`src/verilog/eii_pkg.sv`:
```
// package of constants for the external input interlock block
// assumes one 25 MHz clock and raw terminal levels arriving from pins
//
// Operation
// - A wait command k from 2 to 15 halts sewing until the terminal for input k is active.
// - Wait commands 0 and 1 halt sewing the same way, released by functions 33 and 34.
// - While function 49 is active, presser switch 1 to 4 inputs are ignored.
// - While function 50 is active, start switch inputs are ignored.
// - Function 51 holds a requested sewing start until it drops, ignored once sewing runs.
// - Function 52 delays the xy drive start until it drops, ignored while xy already runs.
// - Function 53 withholds presser lowering and head start until it drops, not during driving.
// - Function 54 suspends operation after head stop and lifting complete until it drops.
// - Function 55 suspends feeding frame total lift and lower until it drops.
// - Function 55 never blocks frame motion commanded by the presser pedal.
`default_nettype none

package eii_pkg;

  // ==========================================================================
  // function numbers of the assignable terminals
  localparam int unsigned EII_FN_EXT0    = 33;
  localparam int unsigned EII_FN_LAST    = 55;
  localparam int unsigned EII_N_FN       = EII_FN_LAST - EII_FN_EXT0 + 1;
  localparam int unsigned EII_FN_PRESSER = 49;
  localparam int unsigned EII_FN_START   = 50;
  localparam int unsigned EII_FN_SEWWAIT = 51;
  localparam int unsigned EII_FN_XYWAIT  = 52;
  localparam int unsigned EII_FN_HDSTART = 53;
  localparam int unsigned EII_FN_HDSTOP  = 54;
  localparam int unsigned EII_FN_FRAME   = 55;

  // ==========================================================================
  // widths and reset values
  localparam int unsigned EII_N_EXT      = 16;
  localparam int unsigned EII_SYNC_STAGE = 2;
  localparam logic        EII_RST_LEVEL  = 1'b0;

  typedef enum logic [1:0] {
    EII_IDLE,
    EII_HOLD,
    EII_GO
  } eii_gate_type;

endpackage

`default_nettype wire

```
`src/verilog/eii_gate.sv`:
```
// one hold-off gate: latches a request, waits while an inhibit is active
// assumes request and inhibit are already synchronous to i_mclk
`default_nettype none

module eii_gate
  import eii_pkg::*;
(
  input  wire logic i_mclk,
  input  wire logic i_rst_n,
  input  wire logic i_req,
  input  wire logic i_inhibit,
  input  wire logic i_busy,
  output logic      o_go,
  output logic      o_waiting
);

  eii_gate_type state_q;
  eii_gate_type state_d;
  logic         go_q;

  // ==========================================================================
  // next state
  // busy means the guarded motion already runs, so the inhibit is disregarded
  always_comb begin
    state_d = state_q;
    case (state_q)
      EII_IDLE: begin
        if (i_req && i_inhibit && !i_busy) begin
          state_d = EII_HOLD;
        end else if (i_req) begin
          state_d = EII_GO;
        end
      end
      EII_HOLD: begin
        if (!i_inhibit) begin
          state_d = EII_GO;
        end
      end
      EII_GO: begin
        state_d = EII_IDLE;
      end
      default: begin
        state_d = EII_IDLE;
      end
    endcase
  end

  always_ff @(posedge i_mclk or negedge i_rst_n) begin
    if (!i_rst_n) begin
      state_q <= EII_IDLE;
      go_q    <= EII_RST_LEVEL;
    end else begin
      state_q <= state_d;
      go_q    <= (state_d == EII_GO);
    end
  end

  assign o_go      = go_q;
  assign o_waiting = (state_q == EII_HOLD);

endmodule

`default_nettype wire

```
`src/verilog/eii_top.sv`:
```
// external input interlock: pattern waits and operation hold-offs
// assumes terminal levels arrive asynchronously, active high after polarity fix
`default_nettype none

module eii_top
  import eii_pkg::*;
(
  input  wire logic                 i_mclk,
  input  wire logic                 i_rst_n,
  input  wire logic [EII_N_FN-1:0]  i_term,
  input  wire logic                 i_wait_cmd,
  input  wire logic [3:0]           i_wait_num,
  input  wire logic                 i_sewing,
  input  wire logic [3:0]           i_presser_sw,
  input  wire logic                 i_start_sw,
  input  wire logic                 i_xy_req,
  input  wire logic                 i_xy_running,
  input  wire logic                 i_head_req,
  input  wire logic                 i_upper_reset,
  input  wire logic                 i_head_driving,
  input  wire logic                 i_head_stop_done,
  input  wire logic                 i_frame_req,
  input  wire logic                 i_frame_pedal,
  output logic                      o_sew_halt,
  output logic [3:0]                o_presser_sw,
  output logic                      o_start_sw,
  output logic                      o_sew_start,
  output logic                      o_xy_start,
  output logic                      o_head_start,
  output logic                      o_stop_hold,
  output logic                      o_frame_go
);

  // ==========================================================================
  // synchronisers
  logic [EII_N_FN-1:0] meta_q;
  logic [EII_N_FN-1:0] term_q;

  always_ff @(posedge i_mclk or negedge i_rst_n) begin
    if (!i_rst_n) begin
      meta_q <= '0;
      term_q <= '0;
    end else begin
      meta_q <= i_term;
      term_q <= meta_q;
    end
  end

  function automatic logic fn_on(input logic [EII_N_FN-1:0] t, input int unsigned fn);
    fn_on = t[fn - EII_FN_EXT0];
  endfunction

  wire logic [EII_N_EXT-1:0] ext_lvl = term_q[EII_N_EXT-1:0];
  wire logic inh_presser = fn_on(term_q, EII_FN_PRESSER);
  wire logic inh_start   = fn_on(term_q, EII_FN_START);
  wire logic inh_sew     = fn_on(term_q, EII_FN_SEWWAIT);
  wire logic inh_xy      = fn_on(term_q, EII_FN_XYWAIT);
  wire logic inh_hstart  = fn_on(term_q, EII_FN_HDSTART);
  wire logic inh_hstop   = fn_on(term_q, EII_FN_HDSTOP);
  wire logic inh_frame   = fn_on(term_q, EII_FN_FRAME);

  // ==========================================================================
  // pattern wait commands
  logic       wait_q;
  logic [3:0] wnum_q;

  wire logic wait_rel = ext_lvl[wnum_q];
  always_ff @(posedge i_mclk or negedge i_rst_n) begin
    if (!i_rst_n) begin
      wait_q <= 1'b0;
      wnum_q <= 4'h0;
    end else if (i_wait_cmd) begin
      wait_q <= 1'b1;
      wnum_q <= i_wait_num;
    end else if (wait_q && wait_rel) begin
      wait_q <= 1'b0;
    end
  end

  // ==========================================================================
  // switch prohibits
  logic [3:0] psw_q;
  logic       ssw_q;

  always_ff @(posedge i_mclk or negedge i_rst_n) begin
    if (!i_rst_n) begin
      psw_q <= 4'h0;
      ssw_q <= 1'b0;
    end else begin
      psw_q <= inh_presser ? 4'h0 : i_presser_sw;
      ssw_q <= i_start_sw & ~inh_start;
    end
  end

  // ==========================================================================
  // hold-off gates
  wire logic start_ok = i_start_sw & ~inh_start;
  wire logic hd_busy  = i_head_driving | i_upper_reset;
  wire logic frame_go;
  wire logic pedal_go = i_frame_req & i_frame_pedal;
  logic      frame_q;
  logic      hstop_q;

  eii_gate u_sew (
    .i_mclk    (i_mclk),
    .i_rst_n   (i_rst_n),
    .i_req     (start_ok),
    .i_inhibit (inh_sew),
    .i_busy    (i_sewing),
    .o_go      (o_sew_start),
    .o_waiting ()
  );

  eii_gate u_xy (
    .i_mclk    (i_mclk),
    .i_rst_n   (i_rst_n),
    .i_req     (i_xy_req),
    .i_inhibit (inh_xy),
    .i_busy    (i_xy_running),
    .o_go      (o_xy_start),
    .o_waiting ()
  );

  eii_gate u_head (
    .i_mclk    (i_mclk),
    .i_rst_n   (i_rst_n),
    .i_req     (i_head_req),
    .i_inhibit (inh_hstart),
    .i_busy    (hd_busy),
    .o_go      (o_head_start),
    .o_waiting ()
  );

  eii_gate u_frame (
    .i_mclk    (i_mclk),
    .i_rst_n   (i_rst_n),
    .i_req     (i_frame_req & ~i_frame_pedal),
    .i_inhibit (inh_frame),
    .i_busy    (1'b0),
    .o_go      (frame_go),
    .o_waiting ()
  );

  always_ff @(posedge i_mclk or negedge i_rst_n) begin
    if (!i_rst_n) begin
      frame_q <= 1'b0;
      hstop_q <= 1'b0;
    end else begin
      frame_q <= frame_go | pedal_go;
      hstop_q <= inh_hstop & ~hd_busy & (i_head_stop_done | hstop_q);
    end
  end

  assign o_sew_halt   = wait_q;
  assign o_presser_sw = psw_q;
  assign o_start_sw   = ssw_q;
  assign o_stop_hold  = hstop_q;
  assign o_frame_go   = frame_q;

endmodule

`default_nettype wire

```
`config.mk`:
```
export PLATFORM = sky130hd
export DESIGN_NAME = eii_top
export DESIGN_NICKNAME = d
export VERILOG_FILES = /design/src/verilog/eii_pkg.sv /design/src/verilog/eii_gate.sv /design/src/verilog/eii_top.sv
export SDC_FILE = /design/constraint.sdc
export NUM_CORES = 1
export LEC_CHECK = 0
export BUFFER_PORTS_ARGS = -buffer_cell sky130_fd_sc_hd__buf_2
export CORE_ASPECT_RATIO = 0.5
export CORE_MARGIN = 5
export CORE_UTILIZATION = 48
export DETAILED_ROUTE_END_ITERATION = 16
export GPL_ROUTABILITY_DRIVEN = 0
export PLACE_DENSITY = 0.73
export SYNTH_ARGS = -nofsm -noshare
export SYNTH_HDL_FRONTEND = slang
export SYNTH_SLANG_ARGS = --single-unit
```
`constraint.sdc`:
```
create_clock -name i_mclk -period 1.7 [get_ports i_mclk]
set_clock_uncertainty 0.15 [all_clocks]
set_input_delay 0.34 -clock i_mclk [delete_from_list [all_inputs] [get_ports i_mclk]]
set_output_delay 0.34 -clock i_mclk [all_outputs]
set_load 0.03 [all_outputs]
```
-- Yosys cells after proc, flatten, opt, wreduce, memory -nomap -nowiden
Index checks and enable logic that the tools add are counted.
- register bits after elaboration: 70
- output and inout port bits: 11
- bits of input ports: 44
- equal/unequal tests: 8
- $lt $le $gt $ge: 1
- reductions and logical operators: 16
- muxes and demuxes: 21
- bitwise gates (word level): 11
- operator list (cell ; count):
    2-bit 2-to-1 mux ; 12
    2-bit case mux with 2 select lines ; 4
    2-bit by 1-bit equality test with 1-bit output (second input constant) ; 4
    2-bit equality test (second input constant) ; 4
    1-bit logical AND ; 8
    2-bit zero test ; 4
    1-bit AND ; 5
    4-bit by 5-bit < comparator with 1-bit output (second input constant) ; 1
    1-bit binary-select mux with 4-bit select ; 1
    4-bit 2-to-1 mux ; 1
    1-bit zero test ; 3
    1-bit 2-to-1 mux ; 3
    1-bit inverter ; 3
    1-bit OR ; 3
    2-bit nonzero test ; 1

-- Logic depth before layout (Yosys ltp)
- depth after elaboration: 7
- mapped depth: 5

-- Modules after synthesis
A second synthesis with hierarchy kept.
- cells, all modules: 138
- area total of the unflattened synthesis: 2273.4 um^2
- modules (own cells, without submodules) (module ; area an instance (um^2) ; sequential area each (um^2) ; cells each ; times used):
    eii_top ; 1737.9 ; 1451.4 ; 94 ; 1
    eii_gate ; 133.9 ; 75.1 ; 11 ; 4

-- Least setup slack after synthesis
Ideal clock, no wire load.
- path kind: reg2reg
- from: reg wnum_q[1]
- to: reg wait_q (netlist: o_sew_halt)
- setup time: 0.066 ns
- clock period less this slack: 1.359 ns
- buffers on the path: 1
- data arrival time: 1.143 ns
- cell stages (with the launch flop): 5
- data required time: 1.484 ns
- slack: 0.341 ns
- cell sequence: dfrtp_1 > buf_6 > mux4_2 > nand3b_1 > a41o_1
- word-level cells in the longest chain between the ends: 4
- ends and longest elaborated chain (item ; line ; source):
    start: declaration ; eii_top.sv:65 ; logic [3:0] wnum_q;
    start signal: assignment ; eii_top.sv:74 ; wnum_q <= i_wait_num;
    1-bit binary-select mux with 4-bit select ; eii_top.sv:67 ; wire logic wait_rel = ext_lvl[wnum_q];
    1-bit 2-to-1 mux (not written as such) ; eii_top.sv:67 ;
    1-bit logical AND ; eii_top.sv:75 ; end else if (wait_q && wait_rel) begin
    2-bit nonzero test (no source line) ; - ;
    end signal: assignment ; eii_top.sv:70 ; wait_q <= 1'b0;
    end signal: assignment ; eii_top.sv:73 ; wait_q <= 1'b1;
    end signal: assignment ; eii_top.sv:76 ; wait_q <= 1'b0;
    end: declaration ; eii_top.sv:64 ; logic wait_q;
Every way passes these cells. The select of a mux whose other input is x is not followed.
A chain may end at the register's enable or synchronous reset.

-- Final worst setup path
- from: reg wnum_q[2]
- to: reg wait_q (netlist: o_sew_halt)
The elaborated chain is that of the path after synthesis.

==> impl.org <==
** Status
- The flow ran to the end, and the final reports show no timing, DRC or antenna violations.

** Yosys
- For this run, the register share of the synthesized area comes to 0.8107.
- Yosys warnings :: 0
- Flip-flop and latch count after synthesis :: 70
- Main area contributors after synthesis :: sky130_fd_sc_hd__dfrtp_1, sky130_fd_sc_hd__mux2i_1, sky130_fd_sc_hd__mux2_2
- The share of synthesized area in the top cell type comes to 0.8107.
- The number of nets handed over by synthesis was between 150 and 200.
- Cells after Synth :: 128
- Of all cell types, the one taking the most synthesized area is sky130_fd_sc_hd__dfrtp_1.
- The mapped netlist covers around 2200 um2.
- Distinct cells, synth :: 27
- Most used flip-flop cell after synthesis :: sky130_fd_sc_hd__dfrtp_1
- A synthesized cell averages 16.88 um2.
- The synthesized design contains 0 enable-type register cells.
- Fraction of synthesis flops using an asynchronous set or reset pin :: 1.000

** Detailed routing
- For this block, the initial DRC count from the detailed router was 26.
- Drc violations :: 0
- Average wire length per cell after detail routing :: ~13 um
- DR vias :: between 1,000 and 1,500
- The first detailed-routing pass ran for 4 iterations.
- The final layout contains routed wiring with a total length of 3489 um.
- Dividing the detail-routed via count by the number of cells gives 4.599.
- Once detail routing completed, the nets flagged for antenna violations numbered 0.

** Critical path
- The critical path is of the register to register type.
- For the worst setup path, the data arrival time is 1.61 ns.
- Slowest Stage Delay on Critical Path :: 0.55 ns
- Critical path, cell by cell :: mux2_2, a31oi_1, a41o_1
- The slowest stage of the critical path belongs to the cell sky130_fd_sc_hd__dfrtp_1.
- Critical Path End Type :: register
- Required time at the endpoint of the critical path :: between 1.5 and 2 ns
- Max FO, Critical Path :: 8
- The worst setup path is launched from a register.

** STA
- Setup slack closes at 0.2054 ns.
- For the pin with the worst max-slew slack, the measured transition is 0.3609 ns.
- The final-report max-slew violation count is 0.
- The worst path needs 1.495 ns of the cycle, external delays included.
- Timing-limited maximum frequency :: around 670 MHz
- On the final layout, the worst hold slack is 0.08189 ns.
- Adding up every negative setup slack in the final design gives 0 ns.
- Finish-stage setup viols :: 0
- Final number of hold-violating endpoints :: 0
- Share of the clock period used by the worst path after layout :: 0.8791
- Setup repair after global routing left no endpoint under its margin.
- The worst pin sits at a relative slew slack of 0.7594.

** Global routing
- For this run the aggregate overflow at the end of global routing stands at 0.
- Largest net degree at the start of global routing :: 71
- Overall Global Routing Usage :: 0.1394
- Via count of the first global-routing pass :: around 1,300
- Number of antenna violations at the first check in global routing :: 0
- First-pass GRT wire length :: ~6200 um

** Layout
- 0 antenna diodes ended up in the layout.
- Of the cells placed in the final design, the portion with a size suffix greater than 1 is 0.3455.
- Area growth syn-to-layout :: 35.67%
- The final layout contains 260 nets.
- The finished layout holds 277 standard cells, fillers aside.
- Counting the fill cells in the layout gives 331.
- Post-route standard cell area excluding fillers :: 2932 um2

** Power
- Switching part of the total power :: 0.2194
- Internal power comes to 0.002609 W.
- Power spread over the standard cell area amounts to around 1100 nW/um2.
- Across the VDD grid, the largest voltage drop is 660.1 uV.
- Of the total power, the clock network draws 0.373.
- Pleak :: ~1.4 nW
- Combinational share of power :: 0.083
- Sequential share of power :: 0.544
- Net switching component of the power :: 0.0007333 W

** Placement
- After detailed placement, the total cell area comes to 2504 um2.
- Before CTS, the worst setup slack after placement is ~0.22 ns.
- Port buffering added 54 buffers.
- Dpl hpwl :: 2235 um
- Number of placed instances with taps included :: between 200 and 250

** Worst hold path
- Class of the tightest hold or removal check :: input port to register

** Floorplan
- Starting density of the core :: 0.4931
- Horizontal die dimension :: 104.9 um
- Overall die area :: 6025 um2
- Die Span Y :: 57.45 um
- Rows :: 17
- The region available for standard cell placement spans 4382 um2.
- During I/O placement, the number of pins put on the boundary was 55.

** Clock tree
- Root buf cell :: sky130_fd_sc_hd__clkbuf_8
- Source-to-sink clock delay at the later pin of the worst-skew pair :: 0.32 ns
- CTS Buf Count :: 9
- # H-tree levels :: 3
- After clock tree synthesis, the clock-pin slew on the worst setup and hold paths is 0.07 ns.
- Counting every sink on the clock net gives 70.
- The clock passes through at most 2 buffers.
- CTS tree :: done
- Cells resized by post-CTS repair :: 0

** Flow run
- The tool flagged a number of max-cap violations equal to 0.
[what timing repair did]
action,CTS,global route
hold endpoints to repair,93,0
setup buffers,0,0
hold buffers,24,0
[flip-flops by register name, summed over array words and instances (netlist names)]
name / flops
o_stop_hold: 1
u_sew.o_go: 1
u_frame.o_go: 1
wnum_q: 4
meta_q: 23
u_xy.state_q: 2
u_sew.state_q: 2
o_presser_sw: 4
o_frame_go: 1
u_xy.o_go: 1
o_sew_halt: 1
u_frame.state_q: 2
term_q: 23
o_start_sw: 1
u_head.state_q: 2
u_head.o_go: 1
[critical path, delay by kind of cell, from the launching register on]
kind	cells	cell delay [ns]
compound gates	2	0.35
flops	1	0.55
mux	1	0.38
[synthesized netlist by cell type (2+ instances only)]
cell type                 number
sky130_fd_sc_hd__dfrtp_1      70
sky130_fd_sc_hd__nor2_1        7
sky130_fd_sc_hd__nor2b_1       6
sky130_fd_sc_hd__nor3b_1       6
sky130_fd_sc_hd__mux2i_1       5
sky130_fd_sc_hd__a21oi_1       4
sky130_fd_sc_hd__mux2_2        4
sky130_fd_sc_hd__nor3_1        4
sky130_fd_sc_hd__inv_1         3
sky130_fd_sc_hd__o21ai_0       2
[area by class of cell]
type	count	area, um2	area share
tap	57	71.32	0.02433
sequential	70	1752	0.5975
clock buffer	10	137.6	0.04695
timing repair buffer	79	530.5	0.1810
inverter	3	11.26	0.003841
multi-input combinational	53	379.1	0.1293
clock inverter	5	50.05	0.01707
[path summary, 6_finish.rpt]
check | from | to | slack (ns) | cells after the start
worst max-delay path | wnum_q[2] | o_sew_halt | 0.21 | 3
min in group asynchronous | i_rst_n | meta_q[20] | 0.40 | 3
worst max register to register | wnum_q[2] | o_sew_halt | 0.21 | 3
worst min-delay path | i_presser_sw[2] | o_presser_sw[2] | 0.08 | 2
max in group asynchronous | i_rst_n | meta_q[13] | 0.69 | 3
worst min register to register | meta_q[5] | term_q[5] | 0.19 | 0
[cell usage in the layout, fill, tap and decap left out, types with 2 or more instances in the layout]
cell type / instances
sky130_fd_sc_hd__nor3b_1: 6
sky130_fd_sc_hd__buf_2: 54
sky130_fd_sc_hd__dfrtp_1: 70
sky130_fd_sc_hd__dlygate4sd3_1: 24
sky130_fd_sc_hd__mux2i_1: 5
sky130_fd_sc_hd__a21oi_1: 4
sky130_fd_sc_hd__clkinv_2: 4
sky130_fd_sc_hd__nor3_1: 4
sky130_fd_sc_hd__clkbuf_8: 10
sky130_fd_sc_hd__nor2b_1: 6
sky130_fd_sc_hd__nor2_1: 7
sky130_fd_sc_hd__mux2_2: 4
sky130_fd_sc_hd__o21ai_0: 2
sky130_fd_sc_hd__inv_1: 3
[through the flow]
step | utilization | power [W]
floorplan | - | 0.001967
global placement | 0.5714 | 0.002080
detailed placement | 0.5714 | 0.002091
CTS | 0.6690 | 0.003400
global route | 0.6690 | 0.003523
finish | 0.6690 | 0.003342
[power groups by stage]
stage	logic (W)	clock network (W)	registers, W
2_1_floorplan	0.0000982	0	0.00187
3_3_place_gp	0.000235	0	0.00184
3_5_place_dp	0.000240	0	0.00185
4_1_cts	0.000283	0.00130	0.00182
5_1_grt	0.000311	0.00138	0.00183
6_report	0.000279	0.00125	0.00182
[cells by family after synthesis]
family / after synthesis / share of synthesized area
DFF: 70 / 0.8107
and+or+nand+nor: 29 / 0.07702
AOI/OAI and AO/OA: 13 / 0.03880
muxes: 11 / 0.05964
buffers and inverters: 5 / 0.01390
[metal layers]
layer / up-vias / track usage / part of all wire / wire length [um]
met5: - / 0 / 0 / 0
met2: 30 / 0.2290 / 0.55 / 1934
met4: 0 / 0.05464 / 0.0083 / 29
li1: 609 / - / - / -
met3: 2 / 0.08249 / 0.052 / 183
met1: 633 / 0.1502 / 0.38 / 1341
Power figures use the tool's default switching activity.
